$ cat config.mk
export PLATFORM = sky130hd
export DESIGN_NAME = aem_alert_mask
export DESIGN_NICKNAME = d
export VERILOG_FILES = /design/src/aem_pkg.sv /design/src/aem_reg_if.sv /design/src/aem_event_latch.sv /design/src/aem_axil_slave.sv /design/src/aem_alert_mask.sv
export SDC_FILE = /design/constraint.sdc
export NUM_CORES = 1
export LEC_CHECK = 0
export ABC_AREA = 1
export BUFFER_PORTS_ARGS = -buffer_cell sky130_fd_sc_hd__buf_2
export CORE_UTILIZATION = 48
export DETAILED_ROUTE_END_ITERATION = 8
export PLACE_DENSITY = 0.79
export SLEW_MARGIN = 15
export SYNTH_ARGS = -nofsm -noshare
export SYNTH_HDL_FRONTEND = slang
export SYNTH_SLANG_ARGS = --single-unit
$ cat constraint.sdc
create_clock -name aclk -period 1.5 [get_ports aclk]
set_input_delay 0.075 -clock aclk [delete_from_list [all_inputs] [get_ports aclk]]
set_output_delay 0.075 -clock aclk [all_outputs]
set_load 0.01 [all_outputs]
$ cat src/aem_pkg.sv
// Shared constants for the alert and power-event mask block
package aem_pkg;

  // ****************************************
  // Bus widths and responses
  // ****************************************
  localparam int ADDR_W = 8;
  localparam int DATA_W = 32;
  localparam logic [1:0] RESP_OKAY = 2'h0;
  localparam logic [1:0] RESP_SLVERR = 2'h2;

  // ****************************************
  // Register byte offsets
  // ****************************************
  localparam logic [ADDR_W-1:0] OFS_STATE = 8'h00;
  localparam logic [ADDR_W-1:0] OFS_CONTROL = 8'h04;
  localparam logic [ADDR_W-1:0] OFS_ALERT_STAT_HI = 8'h08;
  localparam logic [ADDR_W-1:0] OFS_POWER_STAT = 8'h0C;
  localparam logic [ADDR_W-1:0] OFS_POWER_MASK = 8'h14;
  localparam logic [ADDR_W-1:0] OFS_ALERT_MASK_HI = 8'h18;

  // ****************************************
  // Field positions of the upper alert mask byte
  // ****************************************
  localparam int BIT_VENDOR_ALERT = 7;
  localparam int BIT_ALERT_EXTENDED = 6;
  localparam int BIT_EXTENDED_STATUS = 5;
  localparam int BIT_PACKET_START = 4;
  localparam int BIT_SINK_DISCONNECT = 3;
  localparam int BIT_RECEIVE_OVERFLOW = 2;
  localparam int BIT_FAULT_SUMMARY = 1;
  localparam int BIT_ALERT_LOW = 0;

  // ****************************************
  // Field positions of the power event mask, control and state registers
  // ****************************************
  localparam int BIT_BUS_VOLTAGE_LOW = 0;
  localparam int BIT_HARD_RESET_DETECT_EN = 0;
  localparam int BIT_STATE_IRQ = 0;
  localparam int BIT_STATE_PD_CAPABLE = 1;

  // ****************************************
  // Values after reset
  // ****************************************
  localparam logic [7:0] ALERT_MASK_HI_RST = 8'hFF;
  localparam logic [7:0] POWER_MASK_RST = 8'hFF;
  localparam logic [7:0] CONTROL_RST = 8'h00;
  localparam logic [7:0] STAT_RST = 8'h00;

  // Decode of every mapped register
  function automatic logic reg_mapped(input logic [ADDR_W-1:0] addr);
    return (addr == OFS_STATE) || (addr == OFS_CONTROL) || (addr == OFS_ALERT_STAT_HI) ||
           (addr == OFS_POWER_STAT) || (addr == OFS_POWER_MASK) ||
           (addr == OFS_ALERT_MASK_HI);
  endfunction

endpackage

$ cat src/aem_reg_if.sv
// Register access carrier between the bus slave and the register file
`timescale 1ns/1ps
interface aem_reg_if;
  import aem_pkg::*;
  logic wr_en;
  logic [ADDR_W-1:0] wr_addr;
  logic [DATA_W-1:0] wr_data;
  logic [3:0] wr_strb;
  logic rd_en;
  logic [ADDR_W-1:0] rd_addr;
  logic [DATA_W-1:0] rd_data;
  modport slave_end (output wr_en, wr_addr, wr_data, wr_strb, rd_en, rd_addr, input rd_data);
  modport regs_end (input wr_en, wr_addr, wr_data, wr_strb, rd_en, rd_addr, output rd_data);
endinterface

$ cat src/aem_event_latch.sv
// Sticky event bits, set by hardware, cleared by writing one
`timescale 1ns/1ps
module aem_event_latch import aem_pkg::*; #(
  parameter int W = 8
) (
  // Clock and reset
  input wire logic aclk,
  input wire logic aresetn,
  // Events and clears
  input wire logic [W-1:0] set,
  input wire logic [W-1:0] clr,
  // Sticky state
  output logic [W-1:0] stat
);
  genvar i;
  generate
    for (i = 0; i < W; i++) begin : g_bit
      always_ff @(posedge aclk) begin
        if (!aresetn) begin
          stat[i] <= 1'b0;
        end else if (set[i]) begin
          stat[i] <= 1'b1;
        end else if (clr[i]) begin
          stat[i] <= 1'b0;
        end
      end
    end
  endgenerate
endmodule // aem_event_latch

$ cat src/aem_axil_slave.sv
// AXI4-Lite slave front end for the mask register file
`timescale 1ns/1ps
module aem_axil_slave import aem_pkg::*; (
  // Clock and reset
  input wire logic aclk,
  input wire logic aresetn,
  // Write address and data
  input wire logic [ADDR_W-1:0] awaddr,
  input wire logic awvalid,
  output logic awready,
  input wire logic [DATA_W-1:0] wdata,
  input wire logic [3:0] wstrb,
  input wire logic wvalid,
  output logic wready,
  // Write response
  output logic [1:0] bresp,
  output logic bvalid,
  input wire logic bready,
  // Read address and data
  input wire logic [ADDR_W-1:0] araddr,
  input wire logic arvalid,
  output logic arready,
  output logic [DATA_W-1:0] rdata,
  output logic [1:0] rresp,
  output logic rvalid,
  input wire logic rready,
  // Register file side
  aem_reg_if.slave_end regs
);
  logic aw_full_q, w_full_q, ar_full_q, wr_go, rd_go;
  logic [ADDR_W-1:0] awaddr_q, araddr_q;
  logic [DATA_W-1:0] wdata_q;
  logic [3:0] wstrb_q;

  assign wr_go = aw_full_q && w_full_q && !bvalid;
  assign rd_go = ar_full_q && !rvalid;
  assign regs.wr_en = wr_go && reg_mapped(awaddr_q);
  assign regs.wr_addr = awaddr_q;
  assign regs.wr_data = wdata_q;
  assign regs.wr_strb = wstrb_q;
  assign regs.rd_en = rd_go;
  assign regs.rd_addr = araddr_q;

  // ****************************************
  // Write channels, taken in either order
  // ****************************************
  always_ff @(posedge aclk) begin
    if (!aresetn) begin
      awready <= 1'b1;
      wready <= 1'b1;
      aw_full_q <= 1'b0;
      w_full_q <= 1'b0;
      awaddr_q <= '0;
      wdata_q <= '0;
      wstrb_q <= '0;
      bvalid <= 1'b0;
      bresp <= RESP_OKAY;
    end else begin
      if (awvalid && awready) begin
        awaddr_q <= awaddr;
        aw_full_q <= 1'b1;
        awready <= 1'b0;
      end
      if (wvalid && wready) begin
        wdata_q <= wdata;
        wstrb_q <= wstrb;
        w_full_q <= 1'b1;
        wready <= 1'b0;
      end
      if (wr_go) begin
        aw_full_q <= 1'b0;
        w_full_q <= 1'b0;
        bvalid <= 1'b1;
        bresp <= reg_mapped(awaddr_q) ? RESP_OKAY : RESP_SLVERR;
      end
      if (bvalid && bready) begin
        bvalid <= 1'b0;
        awready <= 1'b1;
        wready <= 1'b1;
      end
    end
  end

  // ****************************************
  // Read channels
  // ****************************************
  always_ff @(posedge aclk) begin
    if (!aresetn) begin
      arready <= 1'b1;
      ar_full_q <= 1'b0;
      araddr_q <= '0;
      rvalid <= 1'b0;
      rdata <= '0;
      rresp <= RESP_OKAY;
    end else begin
      if (arvalid && arready) begin
        araddr_q <= araddr;
        ar_full_q <= 1'b1;
        arready <= 1'b0;
      end
      if (rd_go) begin
        ar_full_q <= 1'b0;
        rvalid <= 1'b1;
        rdata <= reg_mapped(araddr_q) ? regs.rd_data : '0;
        rresp <= reg_mapped(araddr_q) ? RESP_OKAY : RESP_SLVERR;
      end
      if (rvalid && rready) begin
        rvalid <= 1'b0;
        arready <= 1'b1;
      end
    end
  end
endmodule // aem_axil_slave

$ cat src/aem_alert_mask.sv
// Alert and power-event mask registers with sticky events and alert output
//
// How it works
// A cleared mask bit keeps its event off the alert; set bit lets it through.
// Power event mask register at 0x14, one writable bit per power event.
// Power mask returns to defaults on Hard Reset sent, or received when detection enabled.
// Upper alert mask bits 7, 6, 5 are reserved and gate nothing.
// Upper alert mask bits 4 and 3 are reserved; writes to them change nothing.
// Protocol-capable variant gates receive overflow through upper alert mask bit 2.
// Protocol-capable variant gates bus voltage low alarm through a power mask bit.
//
// Implementation choice: the AXI4-Lite slave port.
`timescale 1ns/1ps
module aem_alert_mask import aem_pkg::*; #(
  parameter bit PD_CAPABLE = 1'b1
) (
  // Clock and reset
  input wire logic aclk,
  input wire logic aresetn,
  // AXI4-Lite write address and data
  input wire logic [ADDR_W-1:0] awaddr,
  input wire logic awvalid,
  output logic awready,
  input wire logic [DATA_W-1:0] wdata,
  input wire logic [3:0] wstrb,
  input wire logic wvalid,
  output logic wready,
  // AXI4-Lite write response
  output logic [1:0] bresp,
  output logic bvalid,
  input wire logic bready,
  // AXI4-Lite read address and data
  input wire logic [ADDR_W-1:0] araddr,
  input wire logic arvalid,
  output logic arready,
  output logic [DATA_W-1:0] rdata,
  output logic [1:0] rresp,
  output logic rvalid,
  input wire logic rready,
  // Event pulses, one bit per mask position
  input wire logic [7:0] alert_hi_evt,
  input wire logic [7:0] power_evt,
  // Hard Reset indications
  input wire logic hard_reset_sent,
  input wire logic hard_reset_rcvd,
  // Alert output
  output logic irq
);

  // ****************************************
  // Positions that carry masking behaviour
  // ****************************************
  // Bits 7..3 of the upper alert byte are reserved; bit 2 only on the protocol variant
  localparam logic [7:0] ALERT_LIVE = {5'h00, PD_CAPABLE, 2'h3};
  localparam logic [7:0] POWER_LIVE = {7'h7F, PD_CAPABLE};

  // ****************************************
  // Internal state
  // ****************************************
  aem_reg_if regs ();
  logic [7:0] alert_mask_hi_q;
  logic [7:0] power_mask_q;
  logic [7:0] control_q;
  logic [7:0] alert_stat_q;
  logic [7:0] power_stat_q;
  logic [7:0] alert_clr;
  logic [7:0] power_clr;
  logic [7:0] alert_set;
  logic [7:0] power_set;
  logic low_lane_wr;
  logic alert_mask_wr;
  logic power_mask_wr;
  logic control_wr;
  logic mask_restore;
  logic any_pending;
  logic irq_q;
  logic irq_d;
  logic [DATA_W-1:0] rd_mux;

  // ****************************************
  // Bus slave
  // ****************************************
  aem_axil_slave u_slave (
    .aclk(aclk),
    .aresetn(aresetn),
    .awaddr(awaddr),
    .awvalid(awvalid),
    .awready(awready),
    .wdata(wdata),
    .wstrb(wstrb),
    .wvalid(wvalid),
    .wready(wready),
    .bresp(bresp),
    .bvalid(bvalid),
    .bready(bready),
    .araddr(araddr),
    .arvalid(arvalid),
    .arready(arready),
    .rdata(rdata),
    .rresp(rresp),
    .rvalid(rvalid),
    .rready(rready),
    .regs(regs.slave_end)
  );

  // ****************************************
  // Write decode
  // ****************************************
  // Registers live in byte lane 0; a write without that lane changes nothing
  assign low_lane_wr = regs.wr_en && regs.wr_strb[0];
  assign alert_mask_wr = low_lane_wr && (regs.wr_addr == OFS_ALERT_MASK_HI);
  assign power_mask_wr = low_lane_wr && (regs.wr_addr == OFS_POWER_MASK);
  assign control_wr = low_lane_wr && (regs.wr_addr == OFS_CONTROL);
  assign alert_clr = (low_lane_wr && (regs.wr_addr == OFS_ALERT_STAT_HI)) ?
                     regs.wr_data[7:0] : 8'h00;
  assign power_clr = (low_lane_wr && (regs.wr_addr == OFS_POWER_STAT)) ?
                     regs.wr_data[7:0] : 8'h00;

  // ****************************************
  // Hard Reset restore
  // ****************************************
  // A received Hard Reset counts only while detection is enabled
  assign mask_restore = hard_reset_sent ||
                        (hard_reset_rcvd && control_q[BIT_HARD_RESET_DETECT_EN]);

  // ****************************************
  // Control register
  // ****************************************
  always_ff @(posedge aclk) begin
    if (!aresetn) begin
      control_q <= CONTROL_RST;
    end else if (control_wr) begin
      control_q[BIT_HARD_RESET_DETECT_EN] <= regs.wr_data[BIT_HARD_RESET_DETECT_EN];
    end
  end

  // ****************************************
  // Upper alert mask byte
  // ****************************************
  // Reserved positions hold their reset value and ignore writes
  always_ff @(posedge aclk) begin
    if (!aresetn) begin
      alert_mask_hi_q <= ALERT_MASK_HI_RST;
    end else if (alert_mask_wr) begin
      alert_mask_hi_q <= (alert_mask_hi_q & ~ALERT_LIVE) |
                         (regs.wr_data[7:0] & ALERT_LIVE);
    end
  end

  // ****************************************
  // Power event mask
  // ****************************************
  // Restore takes priority over a write in the same cycle
  always_ff @(posedge aclk) begin
    if (!aresetn) begin
      power_mask_q <= POWER_MASK_RST;
    end else if (mask_restore) begin
      power_mask_q <= POWER_MASK_RST;
    end else if (power_mask_wr) begin
      power_mask_q <= (power_mask_q & ~POWER_LIVE) |
                      (regs.wr_data[7:0] & POWER_LIVE);
    end
  end

  // ****************************************
  // Sticky event state
  // ****************************************
  // Reserved positions never latch an event
  assign alert_set = alert_hi_evt & ALERT_LIVE;
  assign power_set = power_evt & POWER_LIVE;

  aem_event_latch #(
    .W(8)
  ) u_alert_events (
    .aclk(aclk),
    .aresetn(aresetn),
    .set(alert_set),
    .clr(alert_clr),
    .stat(alert_stat_q)
  );

  aem_event_latch #(
    .W(8)
  ) u_power_events (
    .aclk(aclk),
    .aresetn(aresetn),
    .set(power_set),
    .clr(power_clr),
    .stat(power_stat_q)
  );

  // ****************************************
  // Alert output
  // ****************************************
  assign any_pending = |(alert_stat_q & alert_mask_hi_q & ALERT_LIVE) ||
                       |(power_stat_q & power_mask_q & POWER_LIVE);
  assign irq_d = any_pending;

  always_ff @(posedge aclk) begin
    if (!aresetn) begin
      irq_q <= 1'b0;
    end else begin
      irq_q <= irq_d;
    end
  end

  assign irq = irq_q;

  // ****************************************
  // Read mux
  // ****************************************
  always_comb begin
    rd_mux = '0;
    case (regs.rd_addr)
      OFS_STATE: begin
        rd_mux[BIT_STATE_IRQ] = irq_q;
        rd_mux[BIT_STATE_PD_CAPABLE] = PD_CAPABLE;
      end
      OFS_CONTROL: begin
        rd_mux[7:0] = control_q;
      end
      OFS_ALERT_STAT_HI: begin
        rd_mux[7:0] = alert_stat_q;
      end
      OFS_POWER_STAT: begin
        rd_mux[7:0] = power_stat_q;
      end
      OFS_POWER_MASK: begin
        rd_mux[7:0] = power_mask_q;
      end
      OFS_ALERT_MASK_HI: begin
        rd_mux[7:0] = alert_mask_hi_q;
      end
      default: begin
        rd_mux = '0;
      end
    endcase
  end

  assign regs.rd_data = rd_mux;

  generate
    if (PD_CAPABLE) begin : g_pd_checks

    end
  endgenerate
endmodule // aem_alert_mask

Yosys cells after proc, flatten, opt, wreduce, memory -nomap -nowiden
Cells that the tools add are included.
{"block": "totals", "register_bits": 98, "in_bits": 77, "wordCells": 123}
{"block": "classes", "eq_ne": 10, "mux": 29, "bitwise_logic": 4, "reduce_logical": 50}
{"op": "$eq A8 B4 Y1 const B", "n": 4}
{"op": "$eq A8 B5 Y1 const B", "n": 4}
{"op": "$pmux W6 S4", "n": 1}
{"op": "$mux W1", "n": 22}
{"op": "$reduce_bool A2 Y1", "n": 11}
{"op": "$eq A8 B3 Y1 const B", "n": 2}
{"op": "$logic_and A1 B1 Y1", "n": 16}
{"op": "$logic_not A8 Y1", "n": 2}
{"op": "$mux W8", "n": 2}
{"op": "$logic_or A1 B1 Y1", "n": 12}
{"op": "$pmux W2 S6", "n": 1}
{"op": "$reduce_or A2 Y1", "n": 5}
{"op": "$and A8 B8 Y8", "n": 1}
{"op": "$or A8 B3 Y8", "n": 1}
{"op": "$reduce_or A8 Y1", "n": 1}
{"op": "$mux W2", "n": 2}
{"op": "$and A3 B3 Y3", "n": 1}
{"op": "$mux W3", "n": 1}
{"op": "$reduce_or A3 Y1", "n": 1}
{"op": "$logic_not A1 Y1", "n": 2}
{"op": "$not A1 Y1", "n": 1}

Logic depth before layout (Yosys ltp)
Gate-level depths: netlist of run 1.
{"block": "depth", "depth_word": 12, "depth_mapped": 11, "depth_no_buf": 10}

By module
A second synthesis of run 1 with hierarchy kept.
{"block": "hier_totals", "cells_unflattened": 773, "area_unflattened_um2": 5477.8}
{"mod": "aem_axil_slave", "instances": 1, "cells_each": 496, "area_per_inst_um2": 3738.6}
{"mod": "aem_alert_mask", "instances": 1, "cells_each": 195, "area_per_inst_um2": 1151.1}
{"mod": "aem_event_latch", "instances": 2, "cells_each": 41, "area_per_inst_um2": 294.0}

Least setup slack after synthesis of run 1
OpenSTA, ideal clock, no wires.
{"block": "synth_timing", "path_type": "reg-to-reg", "startpoint": "register u_slave.bvalid", "endpoint": "register power_mask_q[4]", "setup_ns": 0.144, "t_arrival_ns": 1.191, "path_slack_ns": 0.165, "stages_incl_launch_ff": 8, "path_buffers": 1, "synth_period_minus_slack_ns": 1.335, "cell_sequence": "dfxtp_1 > nor3_4 > nand2_2 > nor2_4 > nand2_4 > buf_6 > nand2_1 > o211ai_1"}
{"block": "synth_via", "elab_chain_cells": 5}
{"element": "start, declared", "line_no": "aem_axil_slave.sv:17", "source": "output logic bvalid,"}
{"element": "start signal, assigned", "line_no": "aem_axil_slave.sv:56", "source": "bvalid <= 1'b0;"}
{"element": "start signal, assigned", "line_no": "aem_axil_slave.sv:73", "source": "bvalid <= 1'b1;"}
{"element": "start signal, assigned", "line_no": "aem_axil_slave.sv:77", "source": "bvalid <= 1'b0;"}
{"element": "$logic_not A1 Y1", "line_no": "aem_axil_slave.sv:35", "source": "assign wr_go = aw_full_q && w_full_q && !bvalid;"}
{"element": "$logic_and A1 B1 Y1", "line_no": "aem_axil_slave.sv:35"}
{"element": "$logic_and A1 B1 Y1", "line_no": "aem_axil_slave.sv:37", "source": "assign regs.wr_en = wr_go && reg_mapped(awaddr_q);"}
{"element": "$logic_and A1 B1 Y1", "line_no": "aem_alert_mask.sv:110", "source": "assign low_lane_wr = regs.wr_en && regs.wr_strb[0];"}
{"element": "$logic_and A1 B1 Y1", "line_no": "aem_alert_mask.sv:112", "source": "assign power_mask_wr = low_lane_wr && (regs.wr_addr == OFS_POWER_MASK);"}
{"element": "end signal, assigned", "line_no": "aem_alert_mask.sv:160", "source": "power_mask_q <= (power_mask_q & ~POWER_LIVE) |"}
{"element": "end, declared", "line_no": "aem_alert_mask.sv:62", "source": "logic [7:0] power_mask_q;"}
No other way between the ends.
A chain may end at the register's enable or synchronous reset.

Final worst setup path of run 1
{"block": "layout_timing", "startpoint": "register u_slave.awaddr_q[2], in the netlist u_slave.regs.wr_addr[2]", "endpoint": "register control_q[0]"}
{"block": "layout_via", "elab_chain_cells": 9, "word_cells_on_any_way": 14, "cone_classes": "5 x eq/ne; 9 x reduce/logical"}
{"element": "start, declared", "line_no": "aem_axil_slave.sv:31", "source": "logic [ADDR_W-1:0] awaddr_q, araddr_q;"}
{"element": "start signal, assigned", "line_no": "aem_axil_slave.sv:60", "source": "awaddr_q <= awaddr;"}
{"element": "$eq A8 B3 Y1 / $logic_not A8 Y1 (equally long branches)", "line_no": "aem_pkg.sv:52, aem_alert_mask.sv:113"}
{"element": "$logic_or A1 B1 Y1 (3 in a row)", "line_no": "aem_pkg.sv:52", "source": "return (addr == OFS_STATE) || (addr == OFS_CONTROL) || (addr == OFS_ALERT_STAT_HI) ||"}
{"element": "$logic_or A1 B1 Y1 (2 in a row)", "line_no": "aem_pkg.sv:53", "source": "(addr == OFS_POWER_STAT) || (addr == OFS_POWER_MASK) ||"}
{"element": "$logic_and A1 B1 Y1", "line_no": "aem_axil_slave.sv:37"}
{"element": "$logic_and A1 B1 Y1", "line_no": "aem_alert_mask.sv:110"}
{"element": "$logic_and A1 B1 Y1 *", "line_no": "aem_alert_mask.sv:113", "source": "assign control_wr = low_lane_wr && (regs.wr_addr == OFS_CONTROL);"}
{"element": "end signal, assigned by index", "line_no": "aem_alert_mask.sv:133", "source": "control_q[BIT_HARD_RESET_DETECT_EN] <= regs.wr_data[BIT_HARD_RESET_DETECT_EN];"}
{"element": "end, declared", "line_no": "aem_alert_mask.sv:63", "source": "logic [7:0] control_q;"}
Every way passes the cells marked *; elsewhere a longest branch is shown, timed or not.

==> flow_metrics.env, run 1 <==
export IMPL_avgSynthCellArea_sq_um=7.68
export IMPL_period_needed_ns=1.40
export IMPL_max_freq_mhz=712
export IMPL_placed_area_sq_um=3320
export IMPL_cts_buffers=9
export IMPL_rows=28
export IMPL_ys_ff_latch=67
export IMPL_remaining_drc_errors=0
export IMPL_wl_per_cell_um=11.9
export IMPL_track_usage_pct=22.2
export IMPL_synth_distinct_cells=32
export IMPL_critPathTopFamily="simple AND/OR/NAND/NOR gates"
export IMPL_cts_root_buf="clkbuf_8"
export IMPL_tightest_slew_ns=0.521
export IMPL_whs_ns=0.00603
export IMPL_drt_pass1_iterations=4
export IMPL_io_pins=119
export IMPL_clock_skew_ns=0.00801
export IMPL_htreeDepth=3
export IMPL_yosys_warnings=0
export IMPL_cp_slowest_stage_delay_ns=0.32
export IMPL_drv_cap=0
export IMPL_critPathSlowestCell="dfxtp_1"
export IMPL_start_util_pct=50.1
export IMPL_fp_dieW_um=81.1
export IMPL_path_buf_inv=2
export IMPL_globalRouteOverflowTotal=0
export IMPL_path_class="flop to flop"
export IMPL_cts_buffer_depth=2
export IMPL_finalCritPeriodShare_pct=93.6
export IMPL_final_util_pct=63.4
export IMPL_rsz0062_at_grt="yes"
export IMPL_n_fill_cell=537
export IMPL_synth_cells=391
export IMPL_drtIter0Drc=140
export IMPL_totalPowerFinal_mw=4.04
export IMPL_wl_mm=6.72
export IMPL_vdd_drop_max_v=0.000799
export IMPL_yosys_top_cells_area="dfxtp_1 (45%), nand2_1 (8.6%), a21oi_1 (7.3%)"
export IMPL_post_route_cell_area_sq_um=3800
export IMPL_antenna_found_initial=0
export IMPL_drive_above_1_share_pct=23.6
export IMPL_core_sq_um=5990
export IMPL_final_hold_violation_count=0
export IMPL_cp_required_ns=1.74
export IMPL_dp_hpwl_mm=4.57
export IMPL_yosysTopAreaCell="dfxtp_1"
export IMPL_outcome="complete, no violations"
export IMPL_crit_fanout=4
export IMPL_grt_pass1_vias=2484
export IMPL_vias=2760
export IMPL_netlist_area_sq_um=3000
export IMPL_cp_end_kind="flop"
export IMPL_fin_ws_ns=0.0964
export IMPL_start_kind="flop"
export IMPL_cts_sinks=67
export IMPL_grt_pass1_wl_mm=10.9
export IMPL_drt_vias_per_instance=4.87
export IMPL_yosysTopAreaCellShare_pct=44.7
export IMPL_crit_path_frequent_cell="nand2_1"
export IMPL_maxSlewHeadroom_pct=65.2
export IMPL_powerDensity_nw_per_um2=1060
export IMPL_die_h_um=81.1
export IMPL_layout_commonest_cell="dfxtp_1"
export IMPL_final_max_slew_violation_count=0
export IMPL_port_buffers=60
export IMPL_gp_congestion=0.806
export IMPL_diodes=0
export IMPL_postRouteAntennaNets=0
export IMPL_cts_tree="built"
export IMPL_die_area_sq_um=6580
export IMPL_num_nets_final=564
export IMPL_yosysSeqAreaShare_pct=44.7
export IMPL_clkLatencyLatePin_ns=0.35
export IMPL_leakage_nw=1.86
export IMPL_setup_viol_count_final=0
export IMPL_clk_pin_slew_ns=0.06
export IMPL_mostFrequentLayoutCells="dfxtp_1 (66), nand2_1 (64), buf_2 (60)"
export IMPL_pre_cts_slack_ns=0.0611
export IMPL_cp_arrival_ns=1.64
export IMPL_path_cells="inv_1 > nand2_1 > nor2_1 > nand2_1 > nand3_2 > nand2_2 > nor2_4 > buf_4 > nand2_1 > nand2_1 > a21oi_1"
export IMPL_hp_class="input port to flop"
export IMPL_areaGrowthSynthToFinish_pct=26.5
export IMPL_grt_max_degree=34
## final cells by class
cell class / count / area [sq um] / area share, %
Sequential cell: 67 / 1340 / 35.3
Multi-Input combinational cell: 257 / 1340 / 35.3
Timing Repair Buffer: 94 / 608 / 16.0
Inverter: 58 / 218 / 5.73
Clock buffer: 11 / 141 / 3.72
Tap cell: 75 / 93.8 / 2.47
Clock inverter: 5 / 52.6 / 1.38
## timing repair
| action | CTS | global route |
|---|---|---|
| hold buffers | 21 | 0 |
| resized for setup | 0 | 12 |
| endpoints found under the setup margin | 0 | 22 |
| setup buffers | 0 | 4 |
| endpoints found under the hold margin | 20 | 0 |
## worst register-to-register path, stage by stage, from the launching register on
cell and delay [ns]:
dfxtp_1 0.32, inv_1 0.07, nand2_1 0.07, nor2_1 0.10
nand2_1 0.08, nand3_2 0.10, nand2_2 0.07, nor2_4 0.17
buf_4 0.14, nand2_1 0.06, nand2_1 0.06, a21oi_1 0.05
## synth_stat cells (all sizes together)
cell / number
nand2: 72
dfxtp: 67
inv: 57
a21oi: 44
o21ai: 39
buf: 27
nor2: 17
o211ai: 14
nand3: 13
o21bai: 11
clkbuf: 8
nor3: 7
nand4: 3
a211oi: 2
a221oi: 2
a22o: 2
o21a: 2
a31oi: 1
clkinv: 1
conb: 1
or2: 1
## report_power, final
group          total [mW]  internal [mW]  switching (mW)
Clock                1.48          0.804           0.677
Sequential           1.96           1.89          0.0673
Combinational       0.598          0.247           0.351
Total                4.04           2.94            1.10
## flip-flops by register name, summed over array words and instances (netlist names), 3 cells and up
signal,cells
u_power_events.stat,8
u_slave.regs.rd_addr,8
u_slave.regs.wr_addr,8
alert_mask_hi_q,3
u_slave.regs.wr_data,8
power_mask_q,8
u_alert_events.stat,3
u_slave.rdata,8
## per-layer routing
metal  track usage [%]  vias to the layer above  share of wire [%]
li1                  -                     1429                  -
met1              27.3                     1225                 45
met2              35.9                       92                 47
met3              6.29                       14                5.4
met4              10.2                        0                1.9
met5                 0                        -                  0
## logic make-up after synthesis
kind of cell    Yosys count  synth area share, %
compound gates          117                 22.6
simple gates            113                 17.5
buf+inv                  93                 15.1
flops                    67                 44.7
other cells               1                0.125
## through the flow
stage               std cells  setup TNS (ns)
floorplan                 416               0
global placement          525               0
detailed placement        525               0
CTS                       562               0
global route              567          -0.289
finish                    567               0
## path summary, 6_finish.rpt
kind                            from  slack (ns)                       to  cells after the start
max          u_slave.regs.wr_addr[2]         0.1             control_q[0]                     11
min                         wstrb[0]       0.006  u_slave.regs.wr_strb[0]                      3
max reg2reg  u_slave.regs.wr_addr[2]         0.1             control_q[0]                     11
min reg2reg         u_slave.rdata[7]        0.45         u_slave.rdata[7]                      2
Power figures use the tool's default switching activity.
==> run 2: changes to the inputs <==
--- a/config.mk
+++ b/config.mk
@@ -5,11 +5,11 @@
 export SDC_FILE = /design/constraint.sdc
 export NUM_CORES = 1
 export LEC_CHECK = 0
-export ABC_AREA = 1
 export BUFFER_PORTS_ARGS = -buffer_cell sky130_fd_sc_hd__buf_2
 export CORE_UTILIZATION = 48
 export DETAILED_ROUTE_END_ITERATION = 8
 export PLACE_DENSITY = 0.79
+export RECOVER_POWER = 100
 export SLEW_MARGIN = 15
 export SYNTH_ARGS = -nofsm -noshare
 export SYNTH_HDL_FRONTEND = slang
==> run 2 against run 1 <==
Net effect:
- the run now ends with setup timing left
- combinational power decreased by 11%
- synthesized cell count decreased by 13%
- cell count decreased by 6.2%
- sequential cell count unchanged
- core utilization increased by 2.4 points
- sequential power about the same
- non-clock buffer count increased by 21
- clock skew decreased by 0.0020 ns
- hold slack improved by 0.016 ns
- cell area increased by 2.6%
- critical path type unchanged
- highest routed layer unchanged
==> flow_metrics.env, run 2 <==
export IMPL_outcome="complete, but fails checks"
export IMPL_violations="setup timing"
export IMPL_gp_congestion=0.813
export IMPL_vias=2738
export IMPL_final_hold_violation_count=0
export IMPL_areaGrowthSynthToFinish_pct=32.1
export IMPL_drt_pass1_iterations=4
export IMPL_antenna_found_initial=0
export IMPL_synth_cells=342
export IMPL_grt_pass1_vias=2554
export IMPL_maxSlewHeadroom_pct=64.2
export IMPL_clock_skew_ns=0.00605
export IMPL_hp_class="input port to flop"
export IMPL_synth_compound_area_share_pct=19.1
export IMPL_rrSetupSlack_ns=-0.36
export IMPL_finalCritPeriodShare_pct=124
export IMPL_setup_tns_ns=-6.82
export IMPL_n_fill_cell=507
export IMPL_rows=28
export IMPL_ys_ff_latch=67
export IMPL_yosysMostFrequentCell="dfxtp_1"
export IMPL_tightest_slew_ns=0.536
export IMPL_async_reset_ff_share_pct=0
export IMPL_max_freq_mhz=536
export IMPL_grt_pass1_wl_mm=11.3
export IMPL_clkLatencyLatePin_ns=0.34
export IMPL_htreeDepth=3
export IMPL_final_max_slew_violation_count=0
export IMPL_final_util_pct=65.8
export IMPL_grt_max_degree=21
export IMPL_vdd_drop_max_v=0.000671
export IMPL_setup_viol_count_final=29
export IMPL_synth_top_family_by_area="compound AO/OA/AOI/OAI gates"
export IMPL_cts_tree="built"
export IMPL_remaining_drc_errors=0
export IMPL_track_usage_pct=23.1
export IMPL_wl_per_cell_um=13.3
export IMPL_leakage_nw=1.62
export IMPL_drive_above_1_share_pct=20.4
export IMPL_core_sq_um=5920
export IMPL_avgSynthCellArea_sq_um=8.63
export IMPL_powerDensity_nw_per_um2=1010
export IMPL_wl_mm=7.07
export IMPL_cts_root_buf="clkbuf_8"
export IMPL_yosysTopAreaCellShare_pct=45.4
export IMPL_synth_distinct_cells=45
export IMPL_layout_commonest_cell="dfxtp_1"
export IMPL_reg2regPathDepth=4
export IMPL_fin_ws_ns=-0.364
export IMPL_synth_mux_area_fraction_pct=5.51
export IMPL_clk_pin_slew_ns=0.07
export IMPL_cts_buffers=9
export IMPL_placed_cells=482
export IMPL_synth_fa_ha_area_share_pct=0
export IMPL_postRouteAntennaNets=0
export IMPL_period_needed_ns=1.86
export IMPL_ys_top_cells_by_count="dfxtp_1 (67), nand2_1 (56), a21oi_1 (31)"
export IMPL_port_buffers=60
export IMPL_synth_xor_area_share_pct=0.890
export IMPL_crit_fanout=3
export IMPL_r2r_start="u_slave.regs.wr_addr[6]"
export IMPL_cp_required_ns=1.74
export IMPL_yosysSeqAreaShare_pct=45.4
export IMPL_pre_cts_slack_ns=-0.414
export IMPL_synth_simple_area_share_pct=18.3
export IMPL_drv_cap=0
export IMPL_yosys_warnings=0
export IMPL_start_util_pct=49.9
export IMPL_netlist_area_sq_um=2950
export IMPL_cp_arrival_ns=2.10
export IMPL_regArea_sq_um=1340
export IMPL_die_h_um=80.4
export IMPL_crit_end="control_q[0]"
export IMPL_multiInputGateArea_sq_um=1420
export IMPL_cts_buffer_depth=2
export IMPL_path_class="flop to flop"
export IMPL_io_pins=119
export IMPL_rsz0062_at_grt="yes"
export IMPL_diodes=0
export IMPL_num_nets_final=529
export IMPL_dp_hpwl_mm=4.88
export IMPL_globalRouteOverflowTotal=0
export IMPL_yosys_top_cells_area="dfxtp_1 (45%), nand2_1 (7.1%), buf_4 (6.6%)"
export IMPL_drtIter0Drc=137
export IMPL_start_kind="flop"
export IMPL_yosysTopAreaCell="dfxtp_1"
export IMPL_drt_vias_per_instance=5.15
export IMPL_mostFrequentLayoutCells="dfxtp_1 (65), nand2_1 (56), buf_2 (44)"
export IMPL_cts_sinks=67
export IMPL_die_area_sq_um=6470
export IMPL_synthFlopType="dfxtp_1"
export IMPL_final_cells=532
export IMPL_rr_endpoint="control_q[0]"
export IMPL_cp_end_kind="flop"
export IMPL_synth_edf_count=0
export IMPL_fp_dieW_um=80.4
export IMPL_worstSetupStartpoint="u_slave.regs.wr_addr[6]"
[run 2: cell count changes after synthesis, moves of 7 or more]
cell | before | now
inv_1 | 52 | 16
mux2i_1 | 0 | 14
o211ai_1 | 14 | 0
o21ai_0 | 34 | 20
a21oi_1 | 44 | 31
a31oi_1 | 1 | 14
nand2_1 | 69 | 56
o21bai_1 | 11 | 0
clkbuf_1 | 8 | 15
[run 2: layout make-up]
class                      instances  area share, %
multi-input combinational        242           36.3
timing repair buffer             115           20.3
tap                               75           2.41
clock inverter                     1          0.128
sequential                        67           34.5
inverter                          17           1.64
clock buffer                      15           4.78
[run 2: metrics by stage]
stage | cell area [sq um] | power [mW] | hold slack, ns
6_report | 3900 | 3.92 | 0.0222
3_5_place_dp | 3370 | 2.45 | 0.289
3_3_place_gp | 3370 | 2.43 | 0.285
4_1_cts | 3910 | 3.95 | 0.000922
2_1_floorplan | 3060 | 2.31 | 0.175
5_1_grt | 3900 | 4.10 | 0.0169
[run 2: where the power goes]
group / leakage [nW] / switching (mW) / internal [mW] / total [mW]
sequential: 0.551 / 0.0878 / 1.87 / 1.96
clock: 0.0997 / 0.654 / 0.781 / 1.44
combinational: 0.974 / 0.271 / 0.260 / 0.531
[run 2: logic make-up (layout without fill, tap and decap cells)]
family                 count (synthesis)  count (layout)
AND/OR/NAND/NOR                      107             107
XOR/XNOR                               3               3
other                                  1              26
buffers and inverters                 58             148
flip-flops                            67              67
multiplexers                          16              16
AO/OA/AOI/OAI                         90              90
[run 2: worst min-delay path by stage]
stage / startpoint / end / cells past startpoint
CTS: awaddr[1] / u_slave.regs.wr_addr[1] / 3
global placement: wvalid / u_slave.wready / 2
finish: awaddr[1] / u_slave.regs.wr_addr[1] / 3
floorplan: wvalid / u_slave.wready / 1
detailed placement: wvalid / u_slave.wready / 2
global route: araddr[6] / u_slave.regs.rd_addr[6] / 3
[run 2: metal layers]
| metal | track usage, % | part of all wire [%] | vias up |
|---|---|---|---|
| met1 | 27.7 | 44 | 1269 |
| li1 | - | - | 1376 |
| met4 | 9.82 | 1.3 | 0 |
| met2 | 39.2 | 49 | 83 |
| met5 | 0 | 0 | - |
| met3 | 5.57 | 5.5 | 10 |
[run 2: critical path: stages, from the launching register on]
cell and delay [ns]:
dfxtp_2 0.32, or4_4 0.52, or3_4 0.37, or4_4 0.43, mux2i_1 0.12
[run 2: repair_timing]
action / in CTS / in global routing
gates cloned: 0 / 0
pin swaps: 2 / 3
setup buffers: 0 / 0
hold buffers: 34 / 0
resized for setup: 3 / 6
endpoints found under the setup margin: 24 / 30
hold endpoints to repair: 34 / 0
